## src/include/sai_pkg.sv

```systemverilog
// Package: constants, types and helpers of the serial audio input block
package sai_pkg;

  // ==========================================================================
  // Sizes
  localparam int unsigned NUM_PORTS  = 9;   // input data lines and clock pairs
  localparam int unsigned NUM_FIXED  = 3;   // pairs always on the input side
  localparam int unsigned NUM_ASSIGN = 6;   // pairs steered by the pad mux
  localparam int unsigned ADDR_W     = 18;
  localparam int unsigned DATA_W     = 16;
  localparam int unsigned SAMPLE_W   = 24;
  localparam int unsigned DEJIT_W    = 6;
  localparam int unsigned PORT_W     = 4;
  localparam int unsigned CHAN_W     = 5;

  // ==========================================================================
  // Register indices (byte address is four times the index) and resets
  localparam logic [15:0]        REG_MODE0_IDX  = 16'hE000;
  localparam logic [15:0]        REG_DEJIT_IDX  = 16'hE221;
  localparam logic [15:0]        REG_PADMUX_IDX = 16'hE240;
  localparam logic [15:0]        REG_STATUS_IDX = 16'hE250;
  localparam logic [DATA_W-1:0]  MODE_RST       = 16'h3C00;
  localparam logic [DEJIT_W-1:0] DEJIT_RST      = 6'h08;
  localparam logic [DEJIT_W-1:0] DEJIT_BYPASS   = 6'h00;
  localparam logic [NUM_ASSIGN-1:0] PADMUX_RST  = 6'h00;

  // ==========================================================================
  // Timing
  localparam int unsigned CORE_CLK_PERIOD_NS = 5;
  localparam int unsigned CORE_CLK_HZ        = 1000000000 / CORE_CLK_PERIOD_NS;
  localparam int unsigned BCLK_MAX_MHZ       = 25;
  localparam int unsigned BCLK_MAX_HZ        = BCLK_MAX_MHZ * 1000000;
  localparam int unsigned BASE_FS_HZ         = 48000;

  // ==========================================================================
  // Mode word fields
  typedef enum logic [1:0] {
    SAI_WL_24   = 2'h0,
    SAI_WL_20   = 2'h1,
    SAI_WL_16   = 2'h2,
    SAI_WL_FLEX = 2'h3
  } sai_wl_e;

  typedef enum logic [2:0] {
    SAI_MSB_I2S = 3'h0,
    SAI_MSB_LJ  = 3'h1,
    SAI_MSB_D8  = 3'h2,
    SAI_MSB_D12 = 3'h3,
    SAI_MSB_D16 = 3'h4
  } sai_msb_e;

  typedef enum logic [2:0] {
    SAI_TDM2   = 3'h0,
    SAI_TDM4   = 3'h1,
    SAI_TDM8   = 3'h2,
    SAI_TDM16  = 3'h3,
    SAI_PACKED = 3'h4
  } sai_tdm_e;

  localparam logic [3:0] DOM_LAST_SLAVE = 4'h8;
  localparam logic [3:0] DOM_MST_BASE   = 4'h9;
  localparam logic [3:0] DOM_MST_DOUBLE = 4'hA;
  localparam logic [3:0] DOM_MST_QUAD   = 4'hB;

  typedef struct packed {
    logic     clk_oe;
    logic     pulse_sync;
    logic [3:0] domain;
    logic     bclk_pos;
    logic     lrclk_pos;
    sai_wl_e  wl;
    sai_msb_e msb;
    sai_tdm_e tdm;
  } sai_mode_s;

  typedef struct packed {
    logic [PORT_W-1:0]   port;
    logic [CHAN_W-1:0]   chan;
    logic [SAMPLE_W-1:0] data;
  } sai_sample_s;

  // ==========================================================================
  // Helpers
  function automatic sai_mode_s mode_reset(input logic [PORT_W-1:0] p);
    sai_mode_s m;
    m        = sai_mode_s'(MODE_RST);
    m.domain = p;
    return m;
  endfunction : mode_reset

  function automatic logic [9:0] frame_bits(input sai_tdm_e t);
    case (t)
      SAI_TDM4:  return 10'h080;
      SAI_TDM8:  return 10'h100;
      SAI_TDM16: return 10'h200;
      default:   return 10'h040;
    endcase
  endfunction : frame_bits

  function automatic logic [CHAN_W-1:0] max_chan(input sai_tdm_e t);
    case (t)
      SAI_TDM4, SAI_PACKED: return 5'h04;
      SAI_TDM8:             return 5'h08;
      SAI_TDM16:            return 5'h10;
      default:              return 5'h02;
    endcase
  endfunction : max_chan

  function automatic logic [4:0] slot_last(input sai_tdm_e t);
    return (t == SAI_PACKED) ? 5'h0F : 5'h1F;
  endfunction : slot_last

  function automatic logic [4:0] word_len(input sai_wl_e w);
    case (w)
      SAI_WL_20: return 5'h14;
      SAI_WL_16: return 5'h10;
      default:   return 5'h18;
    endcase
  endfunction : word_len

  function automatic logic [4:0] msb_delay(input sai_msb_e m);
    case (m)
      SAI_MSB_LJ:  return 5'h00;
      SAI_MSB_D8:  return 5'h08;
      SAI_MSB_D12: return 5'h0C;
      SAI_MSB_D16: return 5'h10;
      default:     return 5'h01;
    endcase
  endfunction : msb_delay

  function automatic logic [2:0] rate_mult(input logic [3:0] d);
    case (d)
      DOM_MST_DOUBLE: return 3'h2;
      DOM_MST_QUAD:   return 3'h4;
      default:        return 3'h1;
    endcase
  endfunction : rate_mult

  function automatic logic [ADDR_W-1:0] reg_byte(input logic [15:0] idx);
    return {idx, 2'b00};
  endfunction : reg_byte

endpackage : sai_pkg

```

## src/hdl/sai_rx_top.sv

```systemverilog
// Serial audio input ports with dejitter, clock pad mux and domain selector
//
// Our own choice: the strobed register port.
`timescale 1ns/100ps
`default_nettype none

module sai_rx_top
  import sai_pkg::*;
#(
  parameter int unsigned CLK_HZ  = sai_pkg::CORE_CLK_HZ,
  parameter int unsigned BASE_FS = sai_pkg::BASE_FS_HZ
) (
  // Clock and reset
  input  wire logic                           core_clk_i,
  input  wire logic                           sys_rst_i,
  // Register port
  input  wire logic [sai_pkg::ADDR_W-1:0]     reg_addr_i,
  input  wire logic [sai_pkg::DATA_W-1:0]     reg_wdata_i,
  input  wire logic                           reg_wr_i,
  input  wire logic                           reg_rd_i,
  output logic      [sai_pkg::DATA_W-1:0]     reg_rdata_o,
  // Serial data pins
  input  wire logic [sai_pkg::NUM_PORTS-1:0]  serial_audio_input_line_i,
  // Clock pin pairs, three signals per pin
  input  wire logic [sai_pkg::NUM_PORTS-1:0]  bclk_pin_i,
  input  wire logic [sai_pkg::NUM_PORTS-1:0]  lrclk_pin_i,
  output logic      [sai_pkg::NUM_PORTS-1:0]  bclk_pin_o,
  output logic      [sai_pkg::NUM_PORTS-1:0]  lrclk_pin_o,
  output logic      [sai_pkg::NUM_PORTS-1:0]  bclk_pin_oe_n_o,
  output logic      [sai_pkg::NUM_PORTS-1:0]  lrclk_pin_oe_n_o,
  // Pairs handed to the output side
  output logic      [sai_pkg::NUM_ASSIGN-1:0] clk_pad_out_side_o,
  // Sample stream
  output sai_pkg::sai_sample_s                sample_o,
  output logic                                sample_valid_o
);

  // ==========================================================================
  // Declarations
  typedef logic [NUM_PORTS-1:0] sai_vec_t;

  sai_mode_s            mode_ff [NUM_PORTS];
  logic [DEJIT_W-1:0]   dejit_ff;
  logic [NUM_ASSIGN-1:0] padmux_ff;
  logic [DATA_W-1:0]    rdata_ff;
  sai_vec_t             bclk_s1_ff, bclk_s2_ff, lr_s1_ff, lr_s2_ff, sd_s1_ff, sd_s2_ff;
  sai_vec_t             lr_filt_ff;
  logic [DEJIT_W-1:0]   jit_cnt_ff [NUM_PORTS];
  logic [31:0]          acc_ff [NUM_PORTS];
  logic [9:0]           gbit_ff [NUM_PORTS];
  sai_vec_t             gbclk_ff, glr_ff;
  sai_vec_t             e_prev_ff, lr_last_ff, framed_ff, pend_ff;
  logic [4:0]           pos_ff [NUM_PORTS];
  logic [CHAN_W-1:0]    chan_ff [NUM_PORTS];
  logic [SAMPLE_W-1:0]  shift_ff [NUM_PORTS];
  logic [SAMPLE_W-1:0]  word_ff [NUM_PORTS];
  logic [CHAN_W-1:0]    wchan_ff [NUM_PORTS];
  logic [PORT_W-1:0]    rr_ff;
  sai_vec_t             bpin_ff, lpin_ff, boe_n_ff, loe_n_ff;
  sai_sample_s          sample_ff;
  logic                 svalid_ff;

  sai_vec_t             avail, is_master, gen_ok, mode_wr;
  logic [31:0]          inc [NUM_PORTS];
  sai_vec_t             e_now, lr_now, rise, fstart, fhalf;
  logic [4:0]           nxt_pos [NUM_PORTS];
  logic [CHAN_W-1:0]    nxt_chan [NUM_PORTS];
  logic [SAMPLE_W-1:0]  nxt_shift [NUM_PORTS];
  sai_vec_t             in_win, last_bit;
  logic                 dejit_wr, padmux_wr;

  // ==========================================================================
  // Register port
  // Write decode on word-aligned byte addresses
  always_comb begin
    for (int p = 0; p < NUM_PORTS; p++) begin
      mode_wr[p] = reg_wr_i && (reg_addr_i == reg_byte(REG_MODE0_IDX + 16'(p)));
    end
    dejit_wr  = reg_wr_i && (reg_addr_i == reg_byte(REG_DEJIT_IDX));
    padmux_wr = reg_wr_i && (reg_addr_i == reg_byte(REG_PADMUX_IDX));
  end

  // Port mode words, default domain equals port index
  always_ff @(posedge core_clk_i or posedge sys_rst_i) begin
    if (sys_rst_i) begin
      for (int p = 0; p < NUM_PORTS; p++) begin
        mode_ff[p] <= mode_reset(PORT_W'(p));
      end
    end else begin
      for (int p = 0; p < NUM_PORTS; p++) begin
        if (mode_wr[p]) begin
          mode_ff[p] <= sai_mode_s'(reg_wdata_i);
        end
      end
    end
  end

  // Dejitter window and pad mux; upper bits are not stored
  always_ff @(posedge core_clk_i or posedge sys_rst_i) begin
    if (sys_rst_i) begin
      dejit_ff  <= DEJIT_RST;
      padmux_ff <= PADMUX_RST;
    end else begin
      if (dejit_wr) begin
        dejit_ff <= reg_wdata_i[DEJIT_W-1:0];
      end
      if (padmux_wr) begin
        padmux_ff <= reg_wdata_i[NUM_ASSIGN-1:0];
      end
    end
  end

  // Read data, valid only in the cycle after the read strobe
  always_ff @(posedge core_clk_i or posedge sys_rst_i) begin
    if (sys_rst_i) begin
      rdata_ff <= '0;
    end else if (reg_rd_i) begin
      rdata_ff <= '0;
      for (int p = 0; p < NUM_PORTS; p++) begin
        if (reg_addr_i == reg_byte(REG_MODE0_IDX + 16'(p))) begin
          rdata_ff <= mode_ff[p];
        end
      end
      if (reg_addr_i == reg_byte(REG_DEJIT_IDX)) begin
        rdata_ff <= {{(DATA_W-DEJIT_W){1'b0}}, dejit_ff};
      end
      if (reg_addr_i == reg_byte(REG_PADMUX_IDX)) begin
        rdata_ff <= {{(DATA_W-NUM_ASSIGN){1'b0}}, padmux_ff};
      end
      if (reg_addr_i == reg_byte(REG_STATUS_IDX)) begin
        rdata_ff <= {{(DATA_W-NUM_PORTS){1'b0}}, framed_ff};
      end
    end else begin
      rdata_ff <= '0;
    end
  end

  // ==========================================================================
  // Pin synchronisers and frame clock dejitter
  // Two flops on every pin input
  always_ff @(posedge core_clk_i or posedge sys_rst_i) begin
    if (sys_rst_i) begin
      bclk_s1_ff <= '0;
      bclk_s2_ff <= '0;
      lr_s1_ff   <= '0;
      lr_s2_ff   <= '0;
      sd_s1_ff   <= '0;
      sd_s2_ff   <= '0;
    end else begin
      bclk_s1_ff <= bclk_pin_i;
      bclk_s2_ff <= bclk_s1_ff;
      lr_s1_ff   <= lrclk_pin_i;
      lr_s2_ff   <= lr_s1_ff;
      sd_s1_ff   <= serial_audio_input_line_i;
      sd_s2_ff   <= sd_s1_ff;
    end
  end

  // A frame clock change is accepted only after standing for the window.
  // The filter delays the frame clock by the window; at the fastest bit
  // clocks a wide window can push frame detection late by up to eight bits.
  always_ff @(posedge core_clk_i or posedge sys_rst_i) begin
    if (sys_rst_i) begin
      lr_filt_ff <= '0;
      for (int d = 0; d < NUM_PORTS; d++) begin
        jit_cnt_ff[d] <= '0;
      end
    end else begin
      for (int d = 0; d < NUM_PORTS; d++) begin
        if (dejit_ff == DEJIT_BYPASS) begin
          lr_filt_ff[d] <= lr_s2_ff[d];
          jit_cnt_ff[d] <= '0;
        end else if (lr_s2_ff[d] == lr_filt_ff[d]) begin
          jit_cnt_ff[d] <= '0;
        end else if (jit_cnt_ff[d] + 6'h01 >= dejit_ff) begin
          lr_filt_ff[d] <= lr_s2_ff[d];
          jit_cnt_ff[d] <= '0;
        end else begin
          jit_cnt_ff[d] <= jit_cnt_ff[d] + 6'h01;
        end
      end
    end
  end

  // ==========================================================================
  // Domain availability and master clock generation
  // Pairs 0..2 fixed to input side, 3..8 by pad mux bits 0..5
  always_comb begin
    for (int d = 0; d < NUM_PORTS; d++) begin
      if (d < NUM_FIXED) begin
        avail[d] = 1'b1;
      end else begin
        avail[d] = !padmux_ff[d - NUM_FIXED];
      end
    end
  end

  // Master needs the enable and a master code; no clock for a rate above 25 MHz
  always_comb begin
    for (int p = 0; p < NUM_PORTS; p++) begin
      is_master[p] = mode_ff[p].clk_oe && (mode_ff[p].domain >= DOM_MST_BASE)
                     && (mode_ff[p].domain <= DOM_MST_QUAD);
      inc[p]       = 32'(BASE_FS * 32'(rate_mult(mode_ff[p].domain))
                         * 32'(frame_bits(mode_ff[p].tdm)));
      gen_ok[p]    = is_master[p] && avail[p] && (inc[p] <= BCLK_MAX_HZ);
    end
  end

  // Phase accumulator toggles the bit clock at twice its rate
  always_ff @(posedge core_clk_i or posedge sys_rst_i) begin
    if (sys_rst_i) begin
      gbclk_ff <= '0;
      glr_ff   <= '0;
      for (int p = 0; p < NUM_PORTS; p++) begin
        acc_ff[p]  <= '0;
        gbit_ff[p] <= '0;
      end
    end else begin
      for (int p = 0; p < NUM_PORTS; p++) begin
        if (!gen_ok[p]) begin
          acc_ff[p]  <= '0;
          gbit_ff[p] <= '0;
          gbclk_ff[p] <= 1'b0;
          glr_ff[p]  <= ~mode_ff[p].lrclk_pos;
        end else if (acc_ff[p] + {inc[p][30:0], 1'b0} >= CLK_HZ) begin
          acc_ff[p]   <= acc_ff[p] + {inc[p][30:0], 1'b0} - CLK_HZ;
          gbclk_ff[p] <= ~gbclk_ff[p];
          if (gbclk_ff[p]) begin
            // Falling edge: advance bit and frame clock
            if (gbit_ff[p] == frame_bits(mode_ff[p].tdm) - 10'h001) begin
              gbit_ff[p] <= '0;
              glr_ff[p]  <= mode_ff[p].lrclk_pos;
            end else begin
              gbit_ff[p] <= gbit_ff[p] + 10'h001;
              if (mode_ff[p].pulse_sync) begin
                glr_ff[p] <= ~mode_ff[p].lrclk_pos;
              end else if (gbit_ff[p] + 10'h001 == (frame_bits(mode_ff[p].tdm) >> 1)) begin
                glr_ff[p] <= ~mode_ff[p].lrclk_pos;
              end
            end
          end
        end else begin
          acc_ff[p] <= acc_ff[p] + {inc[p][30:0], 1'b0};
        end
      end
    end
  end

  // Master port n drives pin pair n; enable low while driving
  always_ff @(posedge core_clk_i or posedge sys_rst_i) begin
    if (sys_rst_i) begin
      bpin_ff  <= '0;
      lpin_ff  <= '0;
      boe_n_ff <= '1;
      loe_n_ff <= '1;
    end else begin
      for (int p = 0; p < NUM_PORTS; p++) begin
        bpin_ff[p]  <= gen_ok[p] & (gbclk_ff[p] ^ mode_ff[p].bclk_pos);
        lpin_ff[p]  <= gen_ok[p] & glr_ff[p];
        boe_n_ff[p] <= ~gen_ok[p];
        loe_n_ff[p] <= ~gen_ok[p];
      end
    end
  end

  // ==========================================================================
  // Deserialiser
  // Clock selection, edge detection and slot position per port
  always_comb begin
    for (int p = 0; p < NUM_PORTS; p++) begin
      e_now[p]  = 1'b0;
      lr_now[p] = lr_last_ff[p];
      if (is_master[p]) begin
        e_now[p]  = gen_ok[p] & gbclk_ff[p];
        lr_now[p] = glr_ff[p];
      end else if ((mode_ff[p].domain <= DOM_LAST_SLAVE) && avail[mode_ff[p].domain]) begin
        e_now[p]  = bclk_s2_ff[mode_ff[p].domain] ^ mode_ff[p].bclk_pos;
        lr_now[p] = lr_filt_ff[mode_ff[p].domain];
      end
      rise[p]   = e_now[p] & ~e_prev_ff[p];
      fstart[p] = (lr_now[p] == mode_ff[p].lrclk_pos) && (lr_last_ff[p] != mode_ff[p].lrclk_pos);
      fhalf[p]  = !mode_ff[p].pulse_sync && (mode_ff[p].tdm == SAI_TDM2)
                  && (lr_now[p] != mode_ff[p].lrclk_pos) && (lr_last_ff[p] == mode_ff[p].lrclk_pos);
      if (fstart[p]) begin
        nxt_pos[p]  = '0;
        nxt_chan[p] = '0;
      end else if (fhalf[p]) begin
        nxt_pos[p]  = '0;
        nxt_chan[p] = 5'h01;
      end else if (pos_ff[p] == slot_last(mode_ff[p].tdm)) begin
        nxt_pos[p]  = '0;
        nxt_chan[p] = chan_ff[p] + 5'h01;
      end else begin
        nxt_pos[p]  = pos_ff[p] + 5'h01;
        nxt_chan[p] = chan_ff[p];
      end
      in_win[p]    = (nxt_pos[p] >= msb_delay(mode_ff[p].msb))
                     && ({1'b0, nxt_pos[p]} < {1'b0, msb_delay(mode_ff[p].msb)}
                                              + {1'b0, word_len(mode_ff[p].wl)});
      last_bit[p]  = in_win[p] && ({1'b0, nxt_pos[p]} + 6'h01
                     == {1'b0, msb_delay(mode_ff[p].msb)} + {1'b0, word_len(mode_ff[p].wl)});
      nxt_shift[p] = {shift_ff[p][SAMPLE_W-2:0], sd_s2_ff[p]};
    end
  end

  // Shift data bits on the capture edge and latch finished words
  always_ff @(posedge core_clk_i or posedge sys_rst_i) begin
    if (sys_rst_i) begin
      e_prev_ff  <= '0;
      lr_last_ff <= '1; // Idle level of a reset-mode frame clock, so the first edge counts
      framed_ff  <= '0;
      pend_ff    <= '0;
      for (int p = 0; p < NUM_PORTS; p++) begin
        pos_ff[p]   <= '0;
        chan_ff[p]  <= '0;
        shift_ff[p] <= '0;
        word_ff[p]  <= '0;
        wchan_ff[p] <= '0;
      end
    end else begin
      e_prev_ff <= e_now;
      for (int p = 0; p < NUM_PORTS; p++) begin
        // Arbiter takes the word; a new one sets after the clear
        if (pend_ff[p] && (rr_ff == PORT_W'(p))) begin
          pend_ff[p] <= 1'b0;
        end
        if (mode_wr[p]) begin
          framed_ff[p] <= 1'b0;
        end
        if (rise[p]) begin
          lr_last_ff[p] <= lr_now[p];
          pos_ff[p]     <= nxt_pos[p];
          chan_ff[p]    <= nxt_chan[p];
          if (fstart[p]) begin
            framed_ff[p] <= 1'b1; // set wins over the clear of a mode write
          end
          if (in_win[p]) begin
            shift_ff[p] <= nxt_shift[p];
          end
          if (last_bit[p] && (framed_ff[p] || fstart[p])
              && (nxt_chan[p] < max_chan(mode_ff[p].tdm))) begin
            // Left-align 16 and 20-bit words in the 24-bit sample
            word_ff[p]  <= nxt_shift[p] << (5'h18 - word_len(mode_ff[p].wl));
            wchan_ff[p] <= nxt_chan[p];
            pend_ff[p]  <= 1'b1;
          end
        end
      end
    end
  end

  // ==========================================================================
  // Sample output
  // Round-robin scan hands out one pending word per cycle
  always_ff @(posedge core_clk_i or posedge sys_rst_i) begin
    if (sys_rst_i) begin
      rr_ff     <= '0;
      sample_ff <= '0;
      svalid_ff <= 1'b0;
    end else begin
      rr_ff     <= (rr_ff == PORT_W'(NUM_PORTS - 1)) ? '0 : rr_ff + 4'h1;
      svalid_ff <= pend_ff[rr_ff];
      if (pend_ff[rr_ff]) begin
        sample_ff.port <= rr_ff;
        sample_ff.chan <= wchan_ff[rr_ff];
        sample_ff.data <= word_ff[rr_ff];
      end
    end
  end

  // Outputs straight from flops
  assign reg_rdata_o        = rdata_ff;
  assign bclk_pin_o         = bpin_ff;
  assign lrclk_pin_o        = lpin_ff;
  assign bclk_pin_oe_n_o    = boe_n_ff;
  assign lrclk_pin_oe_n_o   = loe_n_ff;
  assign clk_pad_out_side_o = padmux_ff;
  assign sample_o           = sample_ff;
  assign sample_valid_o     = svalid_ff;

endmodule : sai_rx_top

`default_nettype wire

```

## config.mk

```make
export PLATFORM = sky130hd
export DESIGN_NAME = sai_rx_top
export DESIGN_NICKNAME = d
export VERILOG_FILES = /design/src/include/sai_pkg.sv /design/src/hdl/sai_rx_top.sv
export SDC_FILE = /design/constraint.sdc
export NUM_CORES = 2
export LEC_CHECK = 0
export CAP_MARGIN = 20
export CORE_MARGIN = 5
export CORE_UTILIZATION = 50
export CTS_BUF_LIST = sky130_fd_sc_hd__clkbuf_16
export DETAILED_ROUTE_END_ITERATION = 7
export DONT_BUFFER_PORTS = 1
export GPL_TIMING_DRIVEN = 0
export HOLD_SLACK_MARGIN = 0.12
export PLACE_DENSITY_LB_ADDON = 0.12
export SLEW_MARGIN = 20
export SYNTH_ARGS = -nofsm -noshare
export SYNTH_HDL_FRONTEND = slang
export SYNTH_SLANG_ARGS = --single-unit
```

## constraint.sdc

```tcl
create_clock -name core_clk_i -period 111.3 [get_ports core_clk_i]
set_input_delay 22.26 -clock core_clk_i [delete_from_list [all_inputs] [get_ports core_clk_i]]
set_output_delay 22.26 -clock core_clk_i [all_outputs]
set_load 0.005 [all_outputs]
```

==> results.yml <==
outcome:
  outcome: "finished, final reports clean"
final_layout:
  nets: 11290
  fin_area_sq_mm: 0.1045
  final_common_cell: "dfrtp_1"
  layout_common_cells: "dfrtp_1 (1231), nor2_1 (937), ha_1 (905)"
  areaGrowthSynthToFinish_pct: 9.196
  drive_gt1_frac: 0.1064
global_routing:
  grt_max_degree: 104
  grt.total_usage: 0.2727
  grt_overflow: 0
  grt_pass1_wl_um: 431500
  grt_pass1_vias: 74500
  antenna_found_initial: 19
placed_design:
  dp_hpwl_um: 214400
  port_buffers: 0
  routabilityCongestion: 0.9845
  postPlaceCellArea_sq_mm: 0.09934
clock_tree:
  htreeDepth: 4
  cts_resized: 0
  cts_tree: "yes"
  cts_inserted_buffers: 152
  cts_root_buffer: "clkbuf_16"
  cts_sinks: 1263
  cts_setup_buffers: 0
  cts_max_path_buffers: 3
  cts.clk_slew.worst_paths_ns: 0.07
  clk_latency_ns: 0.83
  holdBufCountCts: 0
yosys:
  syn_inst: 9933
  ys_ff_latch: 1263
  synth_edf_count: 0
  ys_warn_count: 0
  synth_ff_type: "dfrtp_1"
  async_flop_share: 1.000
  syn_nets: 11110
  avgSynthCellArea_sq_um: 9.633
  synth_area_sq_mm: 0.09569
  ys_seq_area_frac: 0.3307
  ys_types: 100
drt:
  detail_route.vias_per_cell: 5.919
  drc: 0
  drt-initial-drc-count: 5763
  wl_um: 275800
  routedWlPerCell_um: 21.59
  ant_nets: 0
  firstDrtPassIters: 7
  vias: 75620
worst_setup_path:
  crit_path_end_kind: "flip-flop"
  crit_required_ns: 111.90
  crit_path_start_kind: "primary input"
  path_class: "in2reg"
  cp.arrival_ns: 26.49
  r2r_start: "mode_ff[107]$_DFFE_PP1P_"
  critPathMaxFanout: 10
  startpoint: "reg_addr_i[13]"
pwr:
  ir_drop_uv: 13.57
  p_per_area_mw_per_mm2: 12.14
  power_w: 0.001269
  p_leak_nw: 50.01
floorplanning:
  die_h_um: 447.5
  coreArea_sq_mm: 0.1902
  rows: 160
  dieArea_sq_mm: 0.2002
  initial_core_util: 0.5031
  die_x_um: 447.5
  ios: 157
sta:
  setup_tns_ns: 0
  worst_pin_slew_ns: 1.278
  slew_violations: 0
  rsz0062_at_grt: "no"
  skew_ns: 0.03961
  maxSlewHeadroom: 0.1403
  setup_viol: 0
  final_hold_viol_count: 0
  timing.final.crit_period_ns: 25.89
  period_share: 0.2326
  fmax_mhz: 38.63
worst_hold_path:
  min_path_type: "reg2reg"
  min_from: "bclk_s1_ff[8]$_DFF_PP0_"
run:
  maxCapViolations: 0
[per-layer routing]
metal  track usage  share of wire  wire length [um]  up-vias
met2        0.4369           0.46            126400     2070
met1        0.3685           0.44            120400    37310
li1              -              -                 -    35700
met5             0        0.00013                36        -
met4        0.1244          0.051             14170        6
met3       0.03715          0.053             14730      542
[area by class of cell]
type                    count  area, sq um
plain buffers             433         1734
clock inverters           131         1274
inverters                 589         2218
repair buffers             22        440.4
fillers                 17070        85700
well taps                2511         3142
flip-flops and latches   1263        31650
multi-input cells        7648        60160
clock buffers             152         3804
diodes                     26        65.06
[power by group]
group | internal (W) | switching (W) | total (W)
clock | 0.000290 | 0.000219 | 0.000509
sequential | 0.000497 | 0.0000489 | 0.000546
combinational | 0.0000980 | 0.000116 | 0.000214
total | 0.000885 | 0.000384 | 0.00127
[cells in the mapped netlist, types with 65 or more instances]
cell	number	area (sq um)
a211oi_1	68	510.5
a21o_1	132	991.0
a21oi_1	420	2102
a31oi_1	75	469.2
and2_1	131	819.5
and3_1	81	506.7
clkbuf_1	344	1291
dfrtp_1	1231	30800
fa_1	207	4144
ha_1	905	11320
inv_1	574	2155
mux2_1	97	1092
mux2_2	576	6486
mux2i_1	329	3293
mux4_2	65	1464
nand2_1	663	2489
nand2b_1	153	957.2
nand3_1	191	955.9
nand4_1	69	431.7
nor2_1	938	3521
nor2b_1	141	882.1
nor3_1	167	835.8
o21a_1	93	698.2
o21ai_0	479	2397
o22ai_1	132	825.8
or3_1	92	575.6
xnor2_1	363	3179
xor2_1	255	2233
[final timing paths]
path	slack, ns	endpoint	depth (start not counted)
min	0.32	bclk_s2_ff[8]$_DFF_PP0_	0
max in group asynchronous	87.85	word_ff[43]$_DFFE_PP0P_	5
min reg2reg	0.32	bclk_s2_ff[8]$_DFF_PP0_	0
max	85.41	reg_rdata_o[7]$_DFF_PP0_	11
min in group asynchronous	21.32	lrclk_pin_o[8]$_DFF_PP0_	1
max reg2reg	100.80	gbit_ff[67]$_DFFE_PP0P_	37
[worst max-delay path: stages]
cell	delay, ns
or4b_2	0.67
nor4_2	0.23
buf_2	0.26
and3_1	0.28
nand2_1	0.12
nor3_1	0.80
clkbuf_1	0.53
a22oi_1	0.13
nand2_1	0.12
o21ai_0	0.08
a21boi_0	0.99
[sequential cells by signal, summed over array words and instances (netlist names), 54 cells and up]
name        flops
acc_ff        207
word_ff       216
gbit_ff        90
mode_ff       144
nxt_shift     207
jit_cnt_ff     54
[per-stage QoR]
step	util	setup slack, ns	std cells	hold slack [ns]
6_report	0.5494	85.41	12780	0.3173
2_1_floorplan	-	53.50	9933	0.3312
4_1_cts	0.5490	85.68	12750	0.3210
3_3_place_gp	0.5197	38.52	12440	0.3347
3_5_place_dp	0.5223	84.78	12470	0.3347
5_1_grt	0.5493	85.54	12770	0.3249
[cell families after synthesis]
group | count (synthesis) | share of synthesized area
flip-flops | 1263 | 0.3307
AND/OR/NAND/NOR | 2921 | 0.1491
AO/OA/AOI/OAI | 1904 | 0.1277
XOR/XNOR | 619 | 0.05680
buffers and inverters | 1022 | 0.04120
adder cells (fa/ha/maj) | 1112 | 0.1616
multiplexers | 1092 | 0.1328
No activity file was read; power rests on OpenSTA's default activity.
